## src/rtl/lrs_pkg.sv

```systemverilog
// Constants and types for the receive-status-low word
package lrs_pkg;
  localparam int unsigned DATA_W        = 16;
  localparam int unsigned ADDR_W        = 8;
  localparam int unsigned NUM_BYTES     = 12;
  localparam int unsigned CODE_W        = 3;
  localparam logic [ADDR_W-1:0] RX_STATUS_LOW_OFFSET = 8'h88;
  localparam int unsigned CODE_MSB      = 15;
  localparam int unsigned CODE_LSB      = 13;
  localparam int unsigned UNUSED_BIT    = 12;
  localparam int unsigned FLAGS_MSB     = 11;
  localparam int unsigned FLAGS_LSB     = 0;
  localparam logic [CODE_W-1:0] CODE_IDLE     = 3'h0;
  localparam logic [CODE_W-1:0] CODE_PARTIAL  = 3'h1;
  localparam logic [CODE_W-1:0] CODE_ABNORMAL = 3'h7;
  localparam logic [DATA_W-1:0] RDATA_RESET   = 16'h0000;
  localparam logic [NUM_BYTES-1:0] FLAGS_RESET = 12'h000;

  typedef enum logic [1:0] {
    LRS_ST_IDLE,
    LRS_ST_PARTIAL,
    LRS_ST_ABNORMAL
  } lrs_rx_state_t;
endpackage : lrs_pkg

```

## src/rtl/lrs_err_flag.sv

```systemverilog
// One sticky per-byte receive error flag
`timescale 1ns/1ps
module lrs_err_flag (
  // Clock and reset
  input  wire logic clock_in,
  input  wire logic rstn_in,
  // Control
  input  wire logic unit_power_enable_in,
  input  wire logic set_in,
  input  wire logic clear_in,
  // Status
  output logic      flag_out
);
  typedef struct packed {
    logic flag;
  } lrs_flag_state_t;

  lrs_flag_state_t state_reg;
  lrs_flag_state_t state_next;

  always_comb begin
    state_next = state_reg;
    if (!unit_power_enable_in) begin
      state_next.flag = 1'b0;
    end else if (set_in) begin
      // Set beats a simultaneous clear so no error is lost
      state_next.flag = 1'b1;
    end else if (clear_in) begin
      state_next.flag = 1'b0;
    end
  end

  always_ff @(posedge clock_in or negedge rstn_in) begin
    if (!rstn_in) begin
      state_reg <= '0;
    end else begin
      state_reg <= state_next;
    end
  end

  assign flag_out = state_reg.flag;
endmodule : lrs_err_flag

```

## src/rtl/lrs_rx_status_low.sv

```systemverilog
// Receive-status-low word: buffer state code and sticky per-byte error flags
`timescale 1ns/1ps
// Functional notes
// - Read-only 16-bit status word at offset 0x88, whole 16-bit reads only.
// - Bits 15:13 hold the buffer state code; zero means idle.
// - Distinct code when data arrived but programmed length not yet reached.
// - Any other code flags abnormal operation; software must request an abort.
// - Bits 11:0 set when the receiver detects an error on that byte.
// - Flag bit n belongs to receive buffer byte n, 0 to 11.
// - Flags stay set until software writes one to the matching clear bit.
// - Clearing unit enable resets state code and all flags to zero.
module lrs_rx_status_low
(
  // Clock and reset
  input  wire logic                            clock_in,
  input  wire logic                            rstn_in,
  // Unit control
  input  wire logic                            unit_power_enable_in,
  input  wire logic                            rx_abort_request_in,
  input  wire logic [lrs_pkg::NUM_BYTES-1:0]   rx_byte_error_clear_in,
  // Receiver events
  input  wire logic                            rx_byte_stored_in,
  input  wire logic                            rx_length_reached_in,
  input  wire logic                            rx_fault_in,
  input  wire logic [lrs_pkg::NUM_BYTES-1:0]   rx_byte_error_detect_in,
  // Register port
  input  wire logic [lrs_pkg::ADDR_W-1:0]      reg_addr_in,
  input  wire logic                            reg_rd_in,
  input  wire logic                            reg_wr_in,
  input  wire logic                            reg_size16_in,
  output logic      [lrs_pkg::DATA_W-1:0]      reg_rdata_out,
  output logic                                 reg_rvalid_out,
  // Status
  output logic      [lrs_pkg::CODE_W-1:0]      rx_buffer_state_code_out,
  output logic      [lrs_pkg::NUM_BYTES-1:0]   rx_byte_error_flags_out
);
  import lrs_pkg::*;

  // Everything the word keeps itself; the sticky flags live in their own cells
  typedef struct packed {
    lrs_rx_state_t        rx_state;
    logic [CODE_W-1:0]    code;
    logic [DATA_W-1:0]    rdata;
    logic                 rvalid;
  } lrs_state_t;

  // State registers
  lrs_state_t             state_reg;
  lrs_state_t             state_next;
  lrs_rx_state_t          rx_state_next;
  // Status word assembly
  logic [NUM_BYTES-1:0]   flags;
  logic [CODE_W-1:0]      code_next;
  logic [DATA_W-1:0]      status_word;
  // Per-byte strobes
  logic [NUM_BYTES-1:0]   flag_set;
  logic [NUM_BYTES-1:0]   flag_clear;
  // Register decode
  logic                   addr_match;
  logic                   size_match;
  logic                   hit;
  logic                   rd_hit;
  // Receiver events qualified by the unit enable
  logic                   ev_abort;
  logic                   ev_fault;
  logic                   ev_short;
  logic                   ev_done;

  // Word layout seen by software:
  //   15:13  receive-buffer state code
  //   12     unused, always zero
  //   11:0   sticky error flag, bit n for receive buffer byte n

  // Kept as named vectors so the byte order is stated in one place
  always_comb begin
    flag_set   = rx_byte_error_detect_in;
    flag_clear = rx_byte_error_clear_in;
  end

  // One cell per byte; inside each cell a set beats a same-cycle clear
  genvar gi;
  generate
    for (gi = 0; gi < NUM_BYTES; gi++) begin : g_flag
      lrs_err_flag u_flag (
        .clock_in             (clock_in),
        .rstn_in              (rstn_in),
        .unit_power_enable_in (unit_power_enable_in),
        .set_in               (flag_set[gi]),
        .clear_in             (flag_clear[gi]),
        .flag_out             (flags[gi])
      );
    end
  endgenerate

  // Code of the state being entered, so the code output comes from a register
  always_comb begin
    case (rx_state_next)
      LRS_ST_IDLE: begin
        code_next = CODE_IDLE;
      end
      LRS_ST_PARTIAL: begin
        code_next = CODE_PARTIAL;
      end
      LRS_ST_ABNORMAL: begin
        code_next = CODE_ABNORMAL;
      end
      default: begin
        // An undefined next state reports abnormal; an undefined current state goes to idle and reports idle
        code_next = CODE_ABNORMAL;
      end
    endcase
  end

  always_comb begin
    status_word                      = RDATA_RESET;
    status_word[CODE_MSB:CODE_LSB]   = state_reg.code;
    // Kept explicit so no later field can drift onto the unused bit
    status_word[UNUSED_BIT]          = 1'b0;
    status_word[FLAGS_MSB:FLAGS_LSB] = flags;
  end

  // Byte or word-pair accesses are not decoded and return zero
  always_comb begin
    // Offset within the unit's register space
    addr_match = (reg_addr_in == RX_STATUS_LOW_OFFSET);
    // Only a whole 16-bit access reaches the word
    size_match = reg_size16_in;
    hit        = addr_match && size_match;
    rd_hit     = reg_rd_in && hit;
  end

  // A disabled unit ignores every receiver event and any abort
  always_comb begin
    // Abort request from the receive control word
    ev_abort = unit_power_enable_in && rx_abort_request_in;
    // Receive process left its normal path
    ev_fault = unit_power_enable_in && rx_fault_in;
    // A byte stored before the programmed length
    ev_short = unit_power_enable_in && rx_byte_stored_in && !rx_length_reached_in;
    // Programmed length reached: the frame is complete
    ev_done  = unit_power_enable_in && rx_length_reached_in;
  end

  // Fault outranks a stored byte in idle; abort outranks everything later on
  always_comb begin
    rx_state_next = state_reg.rx_state;
    case (state_reg.rx_state)
      LRS_ST_IDLE: begin
        // An abort in idle has nothing to undo
        if (ev_fault) begin
          rx_state_next = LRS_ST_ABNORMAL;
        end else if (ev_short) begin
          rx_state_next = LRS_ST_PARTIAL;
        end else begin
          rx_state_next = LRS_ST_IDLE;
        end
      end
      LRS_ST_PARTIAL: begin
        // Only an abort recovers a short frame; length reached completes it
        if (ev_abort) begin
          rx_state_next = LRS_ST_IDLE;
        end else if (ev_fault) begin
          rx_state_next = LRS_ST_ABNORMAL;
        end else if (ev_done) begin
          rx_state_next = LRS_ST_IDLE;
        end else begin
          rx_state_next = LRS_ST_PARTIAL;
        end
      end
      LRS_ST_ABNORMAL: begin
        // The code holds so software can see where the process stalled
        if (ev_abort) begin
          rx_state_next = LRS_ST_IDLE;
        end else begin
          rx_state_next = LRS_ST_ABNORMAL;
        end
      end
      default: begin
        rx_state_next = LRS_ST_IDLE;
      end
    endcase
    // Enable low is a synchronous clear of the whole receive process
    if (!unit_power_enable_in) begin
      rx_state_next = LRS_ST_IDLE;
    end
  end

  // The one process that fills the next copy of the state
  always_comb begin
    state_next          = state_reg;
    state_next.rx_state = rx_state_next;
    state_next.code     = code_next;
    state_next.rvalid   = reg_rd_in;
    // A miss still answers, with zero, so a read never waits
    if (rd_hit) begin
      state_next.rdata = status_word;
    end else begin
      state_next.rdata = RDATA_RESET;
    end
    // reg_wr_in is deliberately ignored: the word has no writable state
  end

  // rdata and rvalid stand for one cycle after each read strobe
  always_ff @(posedge clock_in or negedge rstn_in) begin
    if (!rstn_in) begin
      state_reg.rx_state <= LRS_ST_IDLE;
      state_reg.code     <= CODE_IDLE;
      state_reg.rdata    <= RDATA_RESET;
      state_reg.rvalid   <= 1'b0;
    end else begin
      state_reg <= state_next;
    end
  end

  // Every output is a register or a flag cell's register
  assign reg_rdata_out            = state_reg.rdata;
  assign reg_rvalid_out           = state_reg.rvalid;
  assign rx_buffer_state_code_out = state_reg.code;
  assign rx_byte_error_flags_out  = flags;
endmodule : lrs_rx_status_low

```

## config.mk

```make
export PLATFORM = sky130hd
export DESIGN_NAME = lrs_rx_status_low
export DESIGN_NICKNAME = d
export VERILOG_FILES = /design/src/rtl/lrs_pkg.sv /design/src/rtl/lrs_err_flag.sv /design/src/rtl/lrs_rx_status_low.sv
export SDC_FILE = /design/constraint.sdc
export NUM_CORES = 1
export LEC_CHECK = 0
export BUFFER_PORTS_ARGS = -buffer_cell sky130_fd_sc_hd__buf_2
export CAP_MARGIN = 10
export CORE_MARGIN = 10
export CORE_UTILIZATION = 38
export DETAILED_ROUTE_END_ITERATION = 10
export PLACE_DENSITY = 0.78
export SYNTH_ARGS = -nofsm -noshare
export SYNTH_HDL_FRONTEND = slang
export SYNTH_SLANG_ARGS = --single-unit
```

## constraint.sdc

```tcl
create_clock -name clock_in -period 2.3 [get_ports clock_in]
set_input_delay 0.575 -clock clock_in [delete_from_list [all_inputs] [get_ports clock_in]]
set_output_delay 0.575 -clock clock_in [all_outputs]
set_load 0.02 [all_outputs]
```

==> results.yml, run 1 <==
run_status:
  outcome: "complete, no violations"
timing:
  period_needed_ns: 1.59
  slew_headroom_pct: 55.9
  fmax_ghz: 0.628
  clock_skew_ns: 0.00746
  setup_violations: 0
  setup_tns_ns: 0
  setup_ws_ns: 0.708
  slew_viol_final: 0
  hold_viol_final: 0
  min_period_over_period_pct: 69.2
  rsz0062_at_grt: "no"
  worstMarginPinSlew_ns: 0.661
yosys:
  synthTopCellsByArea: "dfrtp_1 (57%), buf_4 (17%), and2_1 (6.4%), a21oi_1 (4.4%), inv_1 (3.8%)"
  yosysTopAreaCell: "dfrtp_1"
  syn_inst: 128
  synth_common_cells: "buf_4 (31), dfrtp_1 (31), and2_1 (14), inv_1 (14), nor2_1 (14)"
  yosysSeqAreaShare_pct: 56.7
  ys_async_sr_fraction_pct: 100
  syn-num-nets: 170
  synth_edf_count: 0
  synth_area_mm2: 0.00137
  ys_ff_latch: 31
  synth_cell_types: 18
  ys_warn_count: 0
  synthFlopType: "dfrtp_1"
  synth_top_area_share_pct: 56.7
  synth.avg_cell_area_um2: 10.7
worst_setup_path:
  critical_path_class: "input pin to register"
  cpMaxStageDelayCell: "or4b_4"
  timing.critical_path.cells: "buf_2, or4b_4, nor4_4, and2_1"
  critPathTopFamily: "simple AND/OR/NAND/NOR gates"
  end_kind: "register"
  critical_path_arrival_ns: 1.85
  crit_path_start_kind: "input pin"
  critical_path.max_fanout: 14
  critPathBufInv: 1
  cp.required_ns: 2.56
  cpPeakStageDelay_ns: 0.53
finish:
  diodes: 0
  drive_gt1_share_pct: 46.0
  nNetsFinal: 215
  area_delta_synth_final_pct: 17.1
  fillers: 344
  largest_register_ffs: 14
die:
  chipHeight_um: 80.0
  placementRows: 21
  io_pins: 74
  start_util_pct: 40.0
  dieArea_mm2: 0.00640
  core-area_mm2: 0.00342
  die-width_um: 80.0
job:
  max_cap_viol_count: 0
cts:
  cts.sinks: 31
  htree_levels: 2
  cts_root_buffer: "clkbuf_4"
  clk_pin_slew_ns: 0.09
  cts_tree: "built"
  insertion_delay_ns: 0.32
  ctsHoldBuffers: 0
  cts_setup_buffers: 0
  cts.path.max_buffers: 2
  cts_inserted_buffers: 5
  cts_resized: 0
place:
  hpwl_mm: 2.44
  io_buffer_count: 71
  pre_cts_slack_ns: 0.341
  gp_congestion: 0.777
hold_path:
  hp-class: "input pin to asynchronous set/reset pin"
drt:
  drc: 0
  via_per_inst: 4.18
  drtPass1Iterations: 3
  ant_nets: 0
  routed_wl_mm: 2.95
  wl_per_cell_um: 13.4
  drt_iter0_drc: 28
  vias: 920
power_and_ir_drop:
  p_per_area_mw_per_mm2: 655
  leakage_uw: 0.000956
  ir_drop_mv: 0.224
global_routing:
  grt.total_usage_pct: 9.31
  grt_pass1_vias: 969
  grt_max_degree: 32
  grt_pass1_wl_mm: 4.59
  antenna_found_initial: 0
  grt.overflow.total: 0
## layer usage
metal	global-route usage, %	up-vias	wire [um]
li1	-	457	-
met1	8.68	429	1030
met2	17.3	28	1660
met3	2.36	6	183
met4	6.34	0	68
met5	0	-	0
## worst register-to-register path: cells and delay by family, from the launching register on
family           cells  cell delay, ns
flip-flops           1            0.40
AO/OA/AOI/OAI        2            0.32
AND/OR/NAND/NOR      1            0.32
## cell usage in the layout, fill, tap and decap left out, drive strengths merged, types with 8 or more instances in the layout
cell type / netlist / layout
and2: 14 / 14
nor2: 14 / 14
dfrtp: 31 / 31
clkbuf: 1 / 8
inv: 14 / 14
a21oi: 12 / 12
buf: 32 / 71
## final cells by class
| type | count | area [um^2] | area share, % |
|---|---|---|---|
| Sequential cell | 31 | 776 | 48.4 |
| Timing Repair Buffer | 71 | 355 | 22.2 |
| Multi-Input combinational cell | 50 | 292 | 18.2 |
| Clock buffer | 8 | 68.8 | 4.30 |
| Tap cell | 46 | 57.6 | 3.59 |
| Inverter | 14 | 52.6 | 3.28 |
## report_power, final
| group | internal, uW | total [uW] | switching, uW |
|---|---|---|---|
| Clock | 180 | 353 | 173 |
| Sequential | 563 | 577 | 13.4 |
| Combinational | 49.3 | 119 | 70.0 |
| Total | 792 | 1050 | 257 |
## worst paths after layout
| check | to | startpoint | slack (ns) | cells after the start |
|---|---|---|---|---|
| setup / recovery | reg_rdata_out[4] | reg_addr_in[1] | 0.71 | 4 |
| hold / removal | rx_buffer_state_code_out[1] | rstn_in | 0.27 | 1 |
| setup reg to reg | rx_buffer_state_code_out[0] | state_reg[21] | 1.20 | 3 |
| hold reg to reg | reg_rdata_out[1] | g_flag[1].u_flag.flag_out | 0.51 | 1 |
| max in group asynchronous | g_flag[6].u_flag.flag_out | rstn_in | 1.60 | 1 |
| min in group clock_in | reg_rvalid_out | reg_rd_in | 0.37 | 1 |
## cell families (layout without fill, tap and decap cells)
group / Yosys count / count (layout) / synth area share (%)
other cells: 1 / 1 / 0.274
flops: 31 / 31 / 56.7
simple gates: 34 / 34 / 14.9
buf+inv: 47 / 93 / 22.0
compound gates: 15 / 15 / 6.13
## through the flow
stage / instance area [um^2] / std cells / util (%) / power, uW / hold WS [ns]
6_report: 1600 / 220 / 46.9 / 1050 / 0.274
5_1_grt: 1600 / 220 / 46.9 / 1110 / 0.319
4_1_cts: 1600 / 220 / 46.9 / 1060 / 0.299
3_5_place_dp: 1530 / 212 / 44.9 / 710 / 0.488
3_3_place_gp: 1530 / 212 / 44.9 / 708 / 0.486
2_1_floorplan: 1370 / 128 / - / 663 / 0.279
No activity file was read; power rests on OpenSTA's default activity.
==> inputs of run 2 (changes only) <==
Clock period 2.3 ns to 1.5 ns, I/O delays scaled along.
==> run 2 against run 1 <==
  * Utilization grew 0.73 points
  * Via count grew 2.8%
  * Power grew 47%
  * Global-route usage grew 0.13 points
  * First-iteration DRC count shrank 18%
  * Combinational power grew 61%
  * Sequential cell count is the same
  * Largest cell class unchanged
==> results.yml, run 2 (same netlist as run 1, synthesis figures left out) <==
die:
  die-width_um: 80.0
  placementRows: 21
  start_util_pct: 40.0
  dieArea_mm2: 0.00640
  core-area_mm2: 0.00342
  io_pins: 74
  chipHeight_um: 80.0
job:
  max_cap_viol_count: 0
drt:
  drc: 0
  drt_iter0_drc: 23
  vias: 946
  via_per_inst: 4.26
  wl_per_cell_um: 13.3
  dr_wl_met3_um: 182
  routed_wl_mm: 2.96
  wl_met2_mm: 1.76
  ant_nets: 0
  top_layer: "met4"
  drtPass1Iterations: 4
  drt-met1-wl_um: 964
finish:
  layout_commonest_cell: "buf_2"
  stdcell_area_mm2: 0.00163
  diodes: 0
  area_delta_synth_final_pct: 18.9
  final_cell_mix: "buf_2 (71), dfrtp_1 (31), inv_1 (14), nor2_1 (14), and2_1 (14)"
  largest_register_ffs: 14
  drive_gt1_share_pct: 46.6
  nNetsFinal: 218
worst_setup_path:
  ff2ff_path_depth: 3
  critPathTopFamily: "flip-flops"
  critPathBufInv: 1
  end_kind: "output pin"
  critical_path_class: "register to output pin"
  r2r-end: "rx_buffer_state_code_out[0]"
  cpPeakStageDelay_ns: 0.41
  ff2ff_setup_slack_ns: 0.40
  r2r-start: "state_reg[21]"
  timing.critical_path.cells: "buf_2"
  cp.required_ns: 1.12
  crit_path_start_kind: "register"
  cpMaxStageDelayCell: "dfrtp_1"
  critical_path_arrival_ns: 0.90
  critical_path.max_fanout: 3
cts:
  clk_pin_slew_ns: 0.08
  insertion_delay_ns: 0.32
  ctsHoldBuffers: 1
  cts_root_buffer: "clkbuf_4"
  cts.path.max_buffers: 2
  cts_inserted_buffers: 5
  htree_levels: 2
  cts_resized: 0
  cts_tree: "built"
  cts.sinks: 31
  cts_setup_buffers: 0
power_and_ir_drop:
  ir_drop_mv: 0.336
  p_per_area_mw_per_mm2: 947
  leakage_uw: 0.000970
timing:
  fmax_ghz: 0.783
  clock_skew_ns: 0.00273
  rsz0062_at_grt: "no"
  slew_viol_final: 0
  setup_violations: 0
  hold_viol_final: 0
  period_needed_ns: 1.28
  min_period_over_period_pct: 85.2
  setup_ws_ns: 0.223
place:
  hpwl_mm: 2.52
  io_buffer_count: 71
  gp_congestion: 0.748
  placed_area_mm2: 0.00156
  pre_cts_slack_ns: -0.0617
hold_path:
  hp-class: "input pin to register"
  hold_path_end: "reg_rvalid_out"
  holdPathStages: 1
  min_from: "reg_rd_in"
global_routing:
  grt_pass1_wl_mm: 4.57
  grt_pass1_vias: 977
  grt.total_usage_pct: 9.43
  antenna_found_initial: 0
  grt_max_degree: 19
  grt.overflow.total: 0
run_status:
  outcome: "complete, no violations"
[run 2: cell types whose count changed in the layout (fill, tap and decap cells not counted)]
| cell | before | now |
|---|---|---|
| buf_12 | 0 | 1 |
| buf_4 | 0 | 1 |
| clkbuf_1 | 1 | 0 |
| clkbuf_8 | 2 | 1 |
| clkinv_2 | 0 | 1 |
| dlygate4sd3_1 | 0 | 1 |
[run 2: per-stage QoR]
stage / power (uW) / hold WS (ns) / setup TNS [ns] / utilization, % / cells
3_3_place_gp: 1090 / 0.298 / -0.533 / 45.7 / 214
3_5_place_dp: 1100 / 0.295 / -0.643 / 45.7 / 214
6_report: 1540 / 0.171 / 0 / 47.6 / 222
2_1_floorplan: 1020 / 0.0794 / 0 / - / 128
4_1_cts: 1570 / 0.159 / 0 / 47.6 / 222
5_1_grt: 1630 / 0.157 / 0 / 47.6 / 222
[run 2: worst max-delay path by stage]
| stage | startpoint | to | slack [ns] | cells past startpoint |
|---|---|---|---|---|
| global placement | reg_addr_in[1] | reg_rdata_out[2] | -0.04 | 5 |
| global route | g_flag[3].u_flag.flag_out | rx_byte_error_flags_out[3] | 0.17 | 1 |
| finish | g_flag[3].u_flag.flag_out | rx_byte_error_flags_out[3] | 0.22 | 1 |
| detailed placement | reg_addr_in[1] | reg_rdata_out[3] | -0.06 | 5 |
| floorplan | reg_addr_in[1] | reg_rdata_out[14] | 0.06 | 4 |
| CTS | g_flag[3].u_flag.flag_out | rx_byte_error_flags_out[3] | 0.21 | 1 |
[run 2: cell type report]
| type | instances | area [um^2] |
|---|---|---|
| Tap cell | 46 | 57.6 |
| Sequential cell | 31 | 776 |
| Fill cell | 338 | 1790 |
| Clock inverter | 1 | 5.00 |
| Clock buffer | 6 | 51.3 |
| Multi-Input combinational cell | 50 | 292 |
| Timing Repair Buffer | 74 | 393 |
| Inverter | 14 | 52.6 |
[run 2: power breakdown]
group	switching, uW	leakage (uW)	total (uW)	internal, uW
logic	109	0.000524	191	82.5
clock network	250	0.0000341	466	217
registers	19.8	0.000413	883	864
total	378	0.000970	1540	1160
[run 2: metal layers]
metal  up-vias  GRT usage [%]
met5         -              0
met4         0           6.34
met3         4           2.93
met2        28           18.1
met1       457           7.98
li1        457              -
